$ cat src/csf_params.svh
// constants for the converter serial frame link
`ifndef CSF_PARAMS_SVH
`define CSF_PARAMS_SVH
`define CSF_WORD_BITS 16
`define CSF_FRAME_SLOTS 32
`define CSF_SLOT_MSB 15
`define CSF_LAST_SLOT 5'h1f
`define CSF_HALF_SLOT 5'h10
`define CSF_CLK_DIV 4
`define CSF_PHASE_RISE 2'h1
`define CSF_PHASE_FALL 2'h3
`define CSF_SETTLE_FRAMES 5'h1f
`define CSF_CONV_BITS 24
`define CSF_CONV_FRAC 8
`define CSF_CODE_MAX 16'h7fff
`define CSF_CODE_MIN 16'h8000
`define CSF_HOST_CLK_NS 10
`define CSF_SYNC_HIGH_NS 640
`define CSF_SYNC_HIGH_CYC ((`CSF_SYNC_HIGH_NS + `CSF_HOST_CLK_NS - 1) / `CSF_HOST_CLK_NS)
`endif

$ cat src/csf_pkg.sv
// types shared by both ends of the converter serial frame link
package csf_pkg;
    typedef logic [15:0] csf_word_t;
    typedef logic [4:0] csf_slot_t;
    typedef enum logic [1:0] {
        CSF_SYNC_IDLE = 2'b01,
        CSF_SYNC_HIGH = 2'b10
    } csf_sync_state_t;
endpackage

$ cat src/csf_link_if.sv
// pins between the converter end and the receiving end
`timescale 1ns/10ps
interface csf_link_if;
    logic bit_clock_out;
    logic frame_marker_out;
    logic serial_result_out;
    logic serial_result_oe;
    logic serial_line;
    logic frame_marker_in;
    logic serial_format_select;
    logic output_enable_pin;
    logic time_slot_select;

    // shared data line: released line reads as pulled low
    assign serial_line = serial_result_oe ? serial_result_out : 1'b0;

    modport dev (
        output bit_clock_out,
        output frame_marker_out,
        output serial_result_out,
        output serial_result_oe,
        input frame_marker_in,
        input serial_format_select,
        input output_enable_pin,
        input time_slot_select
    );
    modport host (
        input bit_clock_out,
        input frame_marker_out,
        input serial_line,
        output frame_marker_in,
        output serial_format_select,
        output output_enable_pin,
        output time_slot_select
    );
endinterface

$ cat src/csf_converter.sv
// converter end: frame timing, result shifter, frame sync and data enable
`timescale 1ns/10ps
`include "csf_params.svh"

// Functional notes
// RULE1 - bit clock is input clock divided four
// RULE2 - frame lasts 32 bit clocks
// RULE3 - sixteen result bits, msb first
// RULE4 - second half of frame shifts zeroes
// RULE5 - format pin picks valid clock edge
// RULE6 - format low: one-slot sync before msb
// RULE7 - format high: sync square wave, period 32
// RULE8 - rising sync input restarts frame immediately
// RULE9 - 31 results unsettled after irregular resync
// RULE10 - free running frame without sync input
// RULE11 - disabled output releases data line
// RULE12 - enable active level equals slot pin
// RULE13 - master first half, slave second half
// RULE14 - straps choose master or slave role
// RULE15 - master sync drives enables, slave sync; receiver routes it to the enable pin only, not to the sync input
// RULE16 - result rounded and clamped to 16 bits
// RULE17 - data changes on opposite clock edge
module csf_converter (
    // link clock and reset
    input wire logic link_clock,
    input wire logic reset_n,
    // link pins
    csf_link_if.dev link,
    // conversion result, signed with fraction bits
    input wire logic signed [`CSF_CONV_BITS-1:0] conv_value,
    // status
    output logic conv_unsettled
);
    import csf_pkg::*;

    ////////////////////////////////////////////////////////////////////////
    // pin synchronisers
    logic [1:0] fsi_sync_reg;
    logic fsi_prev_reg;
    logic [1:0] fmt_sync_reg;
    logic [1:0] oe_sync_reg;
    logic [1:0] slot_sync_reg;
    logic fmt;
    logic fsi_rise;

    // frame sync input is caught on falling clock edges
    always_ff @(negedge link_clock or negedge reset_n) begin
        if (!reset_n) begin
            fsi_sync_reg <= 2'h0;
            fsi_prev_reg <= 1'b0;
        end else begin
            fsi_sync_reg <= {fsi_sync_reg[0], link.frame_marker_in};
            fsi_prev_reg <= fsi_sync_reg[1];
        end
    end

    always_ff @(posedge link_clock or negedge reset_n) begin
        if (!reset_n) begin
            fmt_sync_reg <= 2'h0;
            oe_sync_reg <= 2'h0;
            slot_sync_reg <= 2'h0;
        end else begin
            fmt_sync_reg <= {fmt_sync_reg[0], link.serial_format_select};
            oe_sync_reg <= {oe_sync_reg[0], link.output_enable_pin};
            slot_sync_reg <= {slot_sync_reg[0], link.time_slot_select};
        end
    end

    assign fmt = fmt_sync_reg[1];
    // low-to-high between adjacent falling edges
    assign fsi_rise = fsi_sync_reg[1] & ~fsi_prev_reg; // RULE8

    ////////////////////////////////////////////////////////////////////////
    // result rounding and clamping
    localparam int CONV_INT = `CSF_CONV_BITS - `CSF_CONV_FRAC;
    logic signed [CONV_INT:0] rounded;
    csf_word_t code;

    always_comb begin
        rounded = (CONV_INT + 1)'(conv_value >>> `CSF_CONV_FRAC)
            + (CONV_INT + 1)'(conv_value[`CSF_CONV_FRAC-1]); // RULE16
        if (rounded > $signed((CONV_INT + 1)'(`CSF_CODE_MAX))) begin
            code = `CSF_CODE_MAX; // RULE16
        end else if (rounded < -$signed((CONV_INT + 1)'(`CSF_CODE_MIN))) begin
            code = `CSF_CODE_MIN; // RULE16
        end else begin
            code = rounded[15:0];
        end
    end

    ////////////////////////////////////////////////////////////////////////
    // bit clock divider and slot counter
    logic [1:0] phase_reg;
    csf_slot_t slot_reg;
    logic sco_reg;
    logic at_fall;
    logic at_rise;
    logic frame_end;
    logic resync;

    assign at_rise = (phase_reg == `CSF_PHASE_RISE);
    assign at_fall = (phase_reg == `CSF_PHASE_FALL);
    assign frame_end = at_fall && (slot_reg == `CSF_LAST_SLOT);
    // a sync landing exactly on the natural frame end is not counted as a resync
    assign resync = fsi_rise && !frame_end;

    always_ff @(posedge link_clock or negedge reset_n) begin
        if (!reset_n) begin
            phase_reg <= 2'h0;
        end else if (fsi_rise) begin
            phase_reg <= 2'h0; // RULE8
        end else begin
            phase_reg <= phase_reg + 2'h1; // RULE1
        end
    end

    always_ff @(posedge link_clock or negedge reset_n) begin
        if (!reset_n) begin
            sco_reg <= 1'b0;
        end else if (fsi_rise) begin
            sco_reg <= 1'b0;
        end else if (at_rise) begin
            sco_reg <= 1'b1; // RULE1
        end else if (at_fall) begin
            sco_reg <= 1'b0; // RULE1
        end
    end

    // wraps by itself so frames run with a steady sync input
    always_ff @(posedge link_clock or negedge reset_n) begin
        if (!reset_n) begin
            slot_reg <= 5'h0;
        end else if (fsi_rise) begin
            slot_reg <= 5'h0; // RULE8
        end else if (at_fall) begin
            slot_reg <= slot_reg + 5'h1; // RULE2 RULE10
        end
    end

    ////////////////////////////////////////////////////////////////////////
    // word latch and bit selection
    csf_word_t word_reg;
    csf_slot_t next_slot;
    csf_slot_t load_slot;
    logic load_now;
    logic new_frame;
    logic data_bit;

    assign next_slot = slot_reg + 5'h1;
    assign new_frame = fsi_rise || frame_end;
    // format high: change at falling edge, valid at rising; low: reverse
    assign load_now = fmt ? at_fall : at_rise; // RULE5 RULE17
    assign load_slot = fmt ? next_slot : slot_reg;

    always_ff @(posedge link_clock or negedge reset_n) begin
        if (!reset_n) begin
            word_reg <= 16'h0000;
        end else if (new_frame) begin
            word_reg <= code; // RULE2
        end
    end

    always_comb begin
        if (load_slot < `CSF_HALF_SLOT) begin
            data_bit = word_reg[`CSF_SLOT_MSB - load_slot[3:0]]; // RULE3
        end else begin
            data_bit = 1'b0; // RULE4
        end
    end

    ////////////////////////////////////////////////////////////////////////
    // data and frame sync outputs
    logic sdo_reg;
    logic fso_reg;

    always_ff @(posedge link_clock or negedge reset_n) begin
        if (!reset_n) begin
            sdo_reg <= 1'b0;
        end else if (new_frame && fmt) begin
            sdo_reg <= code[`CSF_SLOT_MSB]; // RULE3
        end else if (fsi_rise) begin
            sdo_reg <= 1'b0;
        end else if (load_now) begin
            sdo_reg <= data_bit; // RULE17
        end
    end

    always_ff @(posedge link_clock or negedge reset_n) begin
        if (!reset_n) begin
            fso_reg <= 1'b0;
        end else if (new_frame && fmt) begin
            fso_reg <= 1'b0; // RULE7
        end else if (fsi_rise) begin
            fso_reg <= 1'b0;
        end else if (load_now) begin
            if (fmt) begin
                fso_reg <= (load_slot >= `CSF_HALF_SLOT); // RULE7
            end else begin
                fso_reg <= (load_slot == `CSF_LAST_SLOT); // RULE6
            end
        end
    end

    ////////////////////////////////////////////////////////////////////////
    // output enable: drive while enable pin equals slot pin
    logic drive_reg;

    always_ff @(posedge link_clock or negedge reset_n) begin
        if (!reset_n) begin
            drive_reg <= 1'b0;
        end else begin
            drive_reg <= (oe_sync_reg[1] == slot_sync_reg[1]); // RULE11 RULE12 RULE13
        end
    end

    ////////////////////////////////////////////////////////////////////////
    // settling count after an irregular frame sync
    logic [4:0] settle_reg;

    always_ff @(posedge link_clock or negedge reset_n) begin
        if (!reset_n) begin
            settle_reg <= 5'h0;
        end else if (resync) begin
            settle_reg <= `CSF_SETTLE_FRAMES; // RULE9
        end else if (frame_end && settle_reg != 5'h0) begin
            settle_reg <= settle_reg - 5'h1; // RULE9
        end
    end

    assign conv_unsettled = (settle_reg != 5'h0);
    assign link.bit_clock_out = sco_reg;
    assign link.frame_marker_out = fso_reg;
    assign link.serial_result_out = sdo_reg;
    assign link.serial_result_oe = drive_reg; // RULE11
endmodule

$ cat src/flat_wrapper.sv
// flat-port wrapper written by rule: the top's interface ports become plain ports
module csf_converter_flat import csf_pkg::*;
  (link_clock, reset_n, conv_value, conv_unsettled, link_bit_clock_out, link_frame_marker_out, link_serial_result_out, link_serial_result_oe, link_frame_marker_in, link_serial_format_select, link_output_enable_pin, link_time_slot_select);
  csf_link_if link_i ();
  input wire logic link_clock;
  input wire logic reset_n;
  input wire logic signed [`CSF_CONV_BITS-1:0] conv_value;
  output logic conv_unsettled;
  output wire logic [$bits(link_i.bit_clock_out)-1:0] link_bit_clock_out;
  output wire logic [$bits(link_i.frame_marker_out)-1:0] link_frame_marker_out;
  output wire logic [$bits(link_i.serial_result_out)-1:0] link_serial_result_out;
  output wire logic [$bits(link_i.serial_result_oe)-1:0] link_serial_result_oe;
  input wire logic [$bits(link_i.frame_marker_in)-1:0] link_frame_marker_in;
  input wire logic [$bits(link_i.serial_format_select)-1:0] link_serial_format_select;
  input wire logic [$bits(link_i.output_enable_pin)-1:0] link_output_enable_pin;
  input wire logic [$bits(link_i.time_slot_select)-1:0] link_time_slot_select;
  assign link_bit_clock_out = link_i.bit_clock_out;
  assign link_frame_marker_out = link_i.frame_marker_out;
  assign link_serial_result_out = link_i.serial_result_out;
  assign link_serial_result_oe = link_i.serial_result_oe;
  assign link_i.frame_marker_in = link_frame_marker_in;
  assign link_i.serial_format_select = link_serial_format_select;
  assign link_i.output_enable_pin = link_output_enable_pin;
  assign link_i.time_slot_select = link_time_slot_select;
  csf_converter u_core (.link_clock(link_clock), .reset_n(reset_n), .link(link_i), .conv_value(conv_value), .conv_unsettled(conv_unsettled));
endmodule
$ cat config.mk
export PLATFORM = sky130hd
export DESIGN_NAME = csf_converter_flat
export DESIGN_NICKNAME = d
export VERILOG_FILES = /design/src/csf_pkg.sv /design/src/csf_link_if.sv /design/src/csf_converter.sv /design/src/flat_wrapper.sv
export VERILOG_INCLUDE_DIRS = /design/src
export SDC_FILE = /design/constraint.sdc
export NUM_CORES = 1
export LEC_CHECK = 0
export BUFFER_PORTS_ARGS = -buffer_cell sky130_fd_sc_hd__clkbuf_2
export CAP_MARGIN = 20
export CORE_UTILIZATION = 50
export CTS_BUF_LIST = sky130_fd_sc_hd__clkbuf_2 sky130_fd_sc_hd__clkbuf_4 sky130_fd_sc_hd__clkbuf_8
export DETAILED_ROUTE_END_ITERATION = 6
export PLACE_DENSITY = 0.78
export SYNTH_ARGS = -nofsm -noshare
export SYNTH_HDL_FRONTEND = slang
export SYNTH_SLANG_ARGS = --single-unit
$ cat constraint.sdc
create_clock -name link_clock -period 6.1 [get_ports link_clock]
set_clock_uncertainty 0.15 [all_clocks]
set_input_delay 1.22 -clock link_clock [delete_from_list [all_inputs] [get_ports link_clock]]
set_output_delay 1.22 -clock link_clock [all_outputs]
set_load 0.05 [all_outputs]
==> results.cfg, run 1 <==
[sta]
worstMarginPinSlew_ps = 922.5
rsz0062_at_grt = false
hold_viol = 0
setup_viol = 0
relSlewSlack_pct = 38.50
drv_slew = 0
fin_setup_tns_ps = 0

[die]
die_h_um = 72.30
die_x_um = 72.30
pin_count = 35
core-area_um2 = 4755
die_area_um2 = 5227
rows = 25
initial_core_util_pct = 51.97

[clock_tree]
cts_tree = built
cts_buffer_depth = 2
numClockSinks = 41
postCtsSetupBuffers = 0
cts_resized = 0
cts_buffers = 5
cts.htree.levels = 2
clock_latency_ps = 300
postCtsHoldBufs = 0
cts-root-buf = clkbuf_8
clk_pin_slew_ps = 80

[synth]
yosysTopAreaCellShare_pct = 38.48
ys_warn_count = 0
netlist_area_um2 = 2471
synth_edf_count = 0
synthTopCellsByArea = dfrtp_1 (38%), mux2i_1 (7.7%), ha_1 (4.6%), nor2_1 (4.4%), xnor2_1 (3.9%)
avgSynthCellArea_um2 = 9.767
synth_area_leader_cell = dfrtp_1
yosysSeqAreaShare_pct = 41.52
ys_types = 50
synthArstFlopShare_pct = 100.0
syn-instance-count = 253
ys.flop_type = dfrtp_1
synth_seq_cells = 41
synth_nets = 292

[place]
gp_congestion = 0.8183
io_buffers = 27
place_hpwl_um = 3501
place_area_um2 = 2634

[critical_path]
r2r_cells = 4
worstSetupPathType = flop to flop
r2r_start = u_core.fsi_sync_reg[1]
crit_start = u_core.fsi_sync_reg[1]
start_kind = flop
crit_path_max_fanout = 12
crit_path_end_kind = flop
crit_required_ps = 6130
critPathArrivalTime_ps = 4880

[global_route]
grt_pass1_vias = 1889
grt_pass1_wl_um = 8328
grt_max_degree = 35
antenna_found_initial = 0
grt_usage_pct = 20.37
grt_overflow = 0

[cells_and_area]
multi_input_area_um2 = 1348
largest_reg_flops = 16
n_antenna_cell = 0
finalNetCount = 319
seq_area_um2 = 1026
drive_gt1_share_pct = 19.22
syn_to_final_growth_pct = 11.54
fin_area_um2 = 2756
utilization_pct = 57.97
fillers = 443

[min_path]
min_from = u_core.fsi_sync_reg[0]
min_path_cells = 0
hp-class = flop to flop

[route]
route.detailed.drc = 0
firstDrtPassIters = 4
avgRoutedWirePerCell_um = 13.68
routed_wl_um = 4759
drt_iter0_markers = 95
ant_nets = 0
viasPerCell = 5.509
via_count = 1917

[pwr]
power_density_nw_per_um2 = 270.4
p_seq_share_pct = 46.9
p_sw_mw = 0.2638
p_int_mw = 0.4816
p_clk_share_pct = 25.2
p_leak_nw = 1.197
p_comb_share_pct = 27.8
ir_worst_vdd_uv = 120.9
switching_share_pct = 35.39

[run]
max_cap_viol_count = 0

[outcome]
status = complete, no violations
==> metrics by stage <==
stage | power (mW) | hold slack, ps | setup slack (ps) | std cells
after floorplan | 0.5105 | 141.7 | 1536 | 253
after global placement | 0.5504 | 147.5 | 1112 | 339
after detailed placement | 0.5586 | 163.0 | 1066 | 339
after CTS | 0.7477 | 163.5 | 1066 | 347
after global routing | 0.7901 | 171.7 | 1064 | 348
final | 0.7454 | 158.5 | 1247 | 348
==> final cells by class <==
type | count | share of cell area, %
clock buffers | 5 | 2.497
clock inverters | 3 | 0.9532
inverters | 9 | 1.226
multi-input cells | 194 | 48.89
flip-flops and latches | 41 | 37.22
well taps | 67 | 3.041
repair buffers | 29 | 6.173
==> power groups by stage <==
stage               Combinational (mW)  Clock, mW  Sequential, mW
finish                           0.207      0.188           0.350
global route                     0.230      0.206           0.354
CTS                              0.206      0.193           0.349
detailed placement               0.204          0           0.355
global placement                 0.198          0           0.352
floorplan                        0.160          0           0.350
==> layer usage <==
| metal | GRT usage, % | share of wire (%) | routed length, um |
|---|---|---|---|
| met5 | 0 | 0 | 0 |
| met4 | 5.882 | 1.5 | 70 |
| met3 | 3.889 | 3.4 | 161 |
| met2 | 35.83 | 50 | 2394 |
| met1 | 25.47 | 45 | 2133 |
==> synthesized netlist by cell type (5+ instances only) <==
| cell | n |
|---|---|
| inv_1 | 9 |
| a31oi_1 | 9 |
| ha_1 | 9 |
| mux2i_1 | 19 |
| nand3_1 | 18 |
| o21ai_0 | 8 |
| nand2_1 | 23 |
| a22oi_1 | 5 |
| a31oi_2 | 5 |
| xnor2_1 | 11 |
| xor2_1 | 7 |
| dfrtp_1 | 38 |
| nor2_1 | 29 |
==> critical path, stage by stage, from the launching register on <==
cell and delay, ps:
dfrtn_1 430, nor2b_1 710, nor3b_1 180, nand2_1 130
nand4_1 80
==> cells by family (layout without fill, tap and decap cells) <==
family	Yosys count	count (layout)	synth area share [%]
buf+inv	18	46	3.949
flops	41	41	41.52
simple gates	103	103	22.53
xor+xnor	18	18	6.380
compound gates	45	45	13.37
fa+ha+maj	9	9	4.557
mux	19	19	7.696
==> final timing paths <==
path,to,slack [ps]
hold / removal,u_core.fsi_sync_reg[1],160
min in group asynchronous,u_core.oe_sync_reg[0],710
max in group asynchronous,u_core.fsi_prev_reg,1780
hold reg to reg,u_core.fsi_sync_reg[1],160
setup / recovery,u_core.link.serial_result_out,1250
setup reg to reg,u_core.link.serial_result_out,1250
==> layout by cell type, fill, tap and decap left out, types with 4 or more instances in the layout <==
| master | synthesis | routed |
|---|---|---|
| a22oi_1 | 5 | 5 |
| mux2i_1 | 19 | 19 |
| nand3_1 | 18 | 18 |
| a21oi_1 | 4 | 4 |
| o21ai_0 | 8 | 8 |
| dfrtp_1 | 38 | 38 |
| ha_1 | 9 | 9 |
| nor2b_1 | 4 | 4 |
| clkbuf_8 | 0 | 5 |
| xnor2_1 | 11 | 11 |
| a32oi_1 | 4 | 4 |
| a31oi_1 | 9 | 9 |
| a31oi_2 | 5 | 5 |
| nor2_1 | 29 | 29 |
| xor2_1 | 7 | 7 |
| inv_1 | 9 | 9 |
| and3_1 | 4 | 4 |
| nand2_1 | 23 | 23 |
| clkbuf_2 | 0 | 27 |
Power figures use the tool's default switching activity.
==> inputs of run 2 (changes only) <==
==> constraint.sdc (replaced) <==
create_clock -name link_clock -period 4.89 [get_ports link_clock]
set_clock_uncertainty 0.15 [all_clocks]
set_input_delay 0.978 -clock link_clock [delete_from_list [all_inputs] [get_ports link_clock]]
set_output_delay 0.978 -clock link_clock [all_outputs]
set_load 0.05 [all_outputs]
==> run 2 against run 1 <==
Sequential share of layout area rose by 0.19 points. Critical path depth did not move. Non-clock buffer count rose by 1. Cell count rose by 0.29%. Via count rose by 0.68%. Hold slack got worse by 9.8 ps.
==> results.cfg, run 2 (same netlist as run 1, synthesis figures left out) <==
[outcome]
status = complete, no violations

[cells_and_area]
multi_input_area_um2 = 1348
fillers = 432
syn_to_final_growth_pct = 10.99
largest_reg_flops = 16
drive_gt1_share_pct = 19.50
n_antenna_cell = 0
finalNetCount = 320
layout_common_cells = dfrtp_1 (38), nor2_1 (29), clkbuf_2 (27), nand2_1 (23), mux2i_1 (19)
seq_area_um2 = 1026
layout_commonest_cell = dfrtp_1

[die]
die_area_um2 = 5227
rows = 25
die_x_um = 72.30
initial_core_util_pct = 51.97
core-area_um2 = 4755
pin_count = 35
die_h_um = 72.30

[pwr]
p_total_mw = 0.9179
p_leak_nw = 1.190
power_density_nw_per_um2 = 334.7
ir_worst_vdd_uv = 150.4

[route]
ant_nets = 0
routed_wl_um = 4534
route.detailed.drc = 0
via_count = 1930
drt_iter0_markers = 113
viasPerCell = 5.530
avgRoutedWirePerCell_um = 12.99
firstDrtPassIters = 4

[critical_path]
critPathArrivalTime_ps = 3950
slowest_stage = nor2b_1
crit_chain = nor2b_1 -> nor3b_1 -> nand2_1 -> nand4_1
reg2reg_to = u_core.link.serial_result_out
r2r_cells = 4
r2r_start = u_core.fsi_sync_reg[1]
start_kind = flop
crit_path_end_kind = flop
crit_required_ps = 4920
crit_path_max_fanout = 8
cpPeakStageDelay_ps = 460
worstSetupPathType = flop to flop
r2r_slack_ps = 960

[sta]
drv_slew = 0
fin_setup_tns_ps = 0
setup_viol = 0
rsz0062_at_grt = false
hold_viol = 0
worstMarginPinSlew_ps = 886.8
relSlewSlack_pct = 40.88

[min_path]
min_from = u_core.fsi_sync_reg[0]
hold_path_end = u_core.fsi_sync_reg[1]
min_path_cells = 0
hp-class = flop to flop

[place]
place_hpwl_um = 3463
gp_congestion = 0.8189
io_buffers = 27

[global_route]
grt_overflow = 0
grt_max_degree = 35
grt_pass1_vias = 1848
antenna_found_initial = 0
grt_pass1_wl_um = 7928
grt_usage_pct = 19.43

[clock_tree]
postCtsSetupBuffers = 0
cts_buffer_depth = 2
cts_buffers = 5
cts_resized = 0
clk_pin_slew_ps = 80
cts.htree.levels = 2
postCtsHoldBufs = 0
numClockSinks = 41
clock_latency_ps = 300
cts-root-buf = clkbuf_8
cts_tree = built

[run]
max_cap_viol_count = 0
-- run 2: stage by stage --
step / util [%] / setup WS, ps / instances / instance area (um^2) / hold WS, ps
finish: 57.68 / 964.7 / 349 / 2743 / 148.7
global route: 57.68 / 822.1 / 349 / 2743 / 159.1
CTS: 57.68 / 943.0 / 349 / 2743 / 151.7
detailed placement: 55.71 / 967.8 / 341 / 2649 / 151.6
global placement: 55.71 / 997.1 / 341 / 2649 / 146.9
floorplan: - / 1077 / 253 / 2471 / 141.7
-- run 2: how the worst max path moves through the flow --
stage | startpoint | end | slack [ps] | cells after the start
2_1_floorplan | u_core.fsi_sync_reg[1] | u_core.link.serial_result_out | 1080 | 5
3_3_place_gp | u_core.fsi_sync_reg[1] | u_core.link.serial_result_out | 1000 | 4
3_5_place_dp | u_core.fsi_sync_reg[1] | u_core.link.serial_result_out | 970 | 4
4_1_cts | u_core.fsi_sync_reg[1] | u_core.link.serial_result_out | 940 | 4
5_1_grt | u_core.fsi_sync_reg[1] | u_core.link.serial_result_out | 820 | 4
6_report | u_core.fsi_sync_reg[1] | u_core.link.serial_result_out | 960 | 4
-- run 2: final cells by class --
type,count,area share [%]
inverter,9,1.232
sequential,41,37.41
timing repair buffer,30,5.748
tap,67,3.057
clock inverter,3,0.9124
multi-input combinational,194,49.13
clock buffer,5,2.509
-- run 2: routing by layer --
layer	track usage, %	vias to the layer above	part of all wire (%)
li1	-	964	-
met1	23.72	908	44
met2	34.16	50	50
met3	4.583	8	4.3
met4	5.664	0	1.6
met5	0	-	0
-- run 2: where the power goes --
group	internal (mW)	switching [mW]	total [mW]
Clock	0.103	0.124	0.227
Sequential	0.380	0.0568	0.437
Combinational	0.113	0.141	0.254
-- run 2: critical path, delay by kind of cell, from the launching register on --
family / cells / cell delay (ps)
and+or+nand+nor: 4 / 790
DFF: 1 / 420
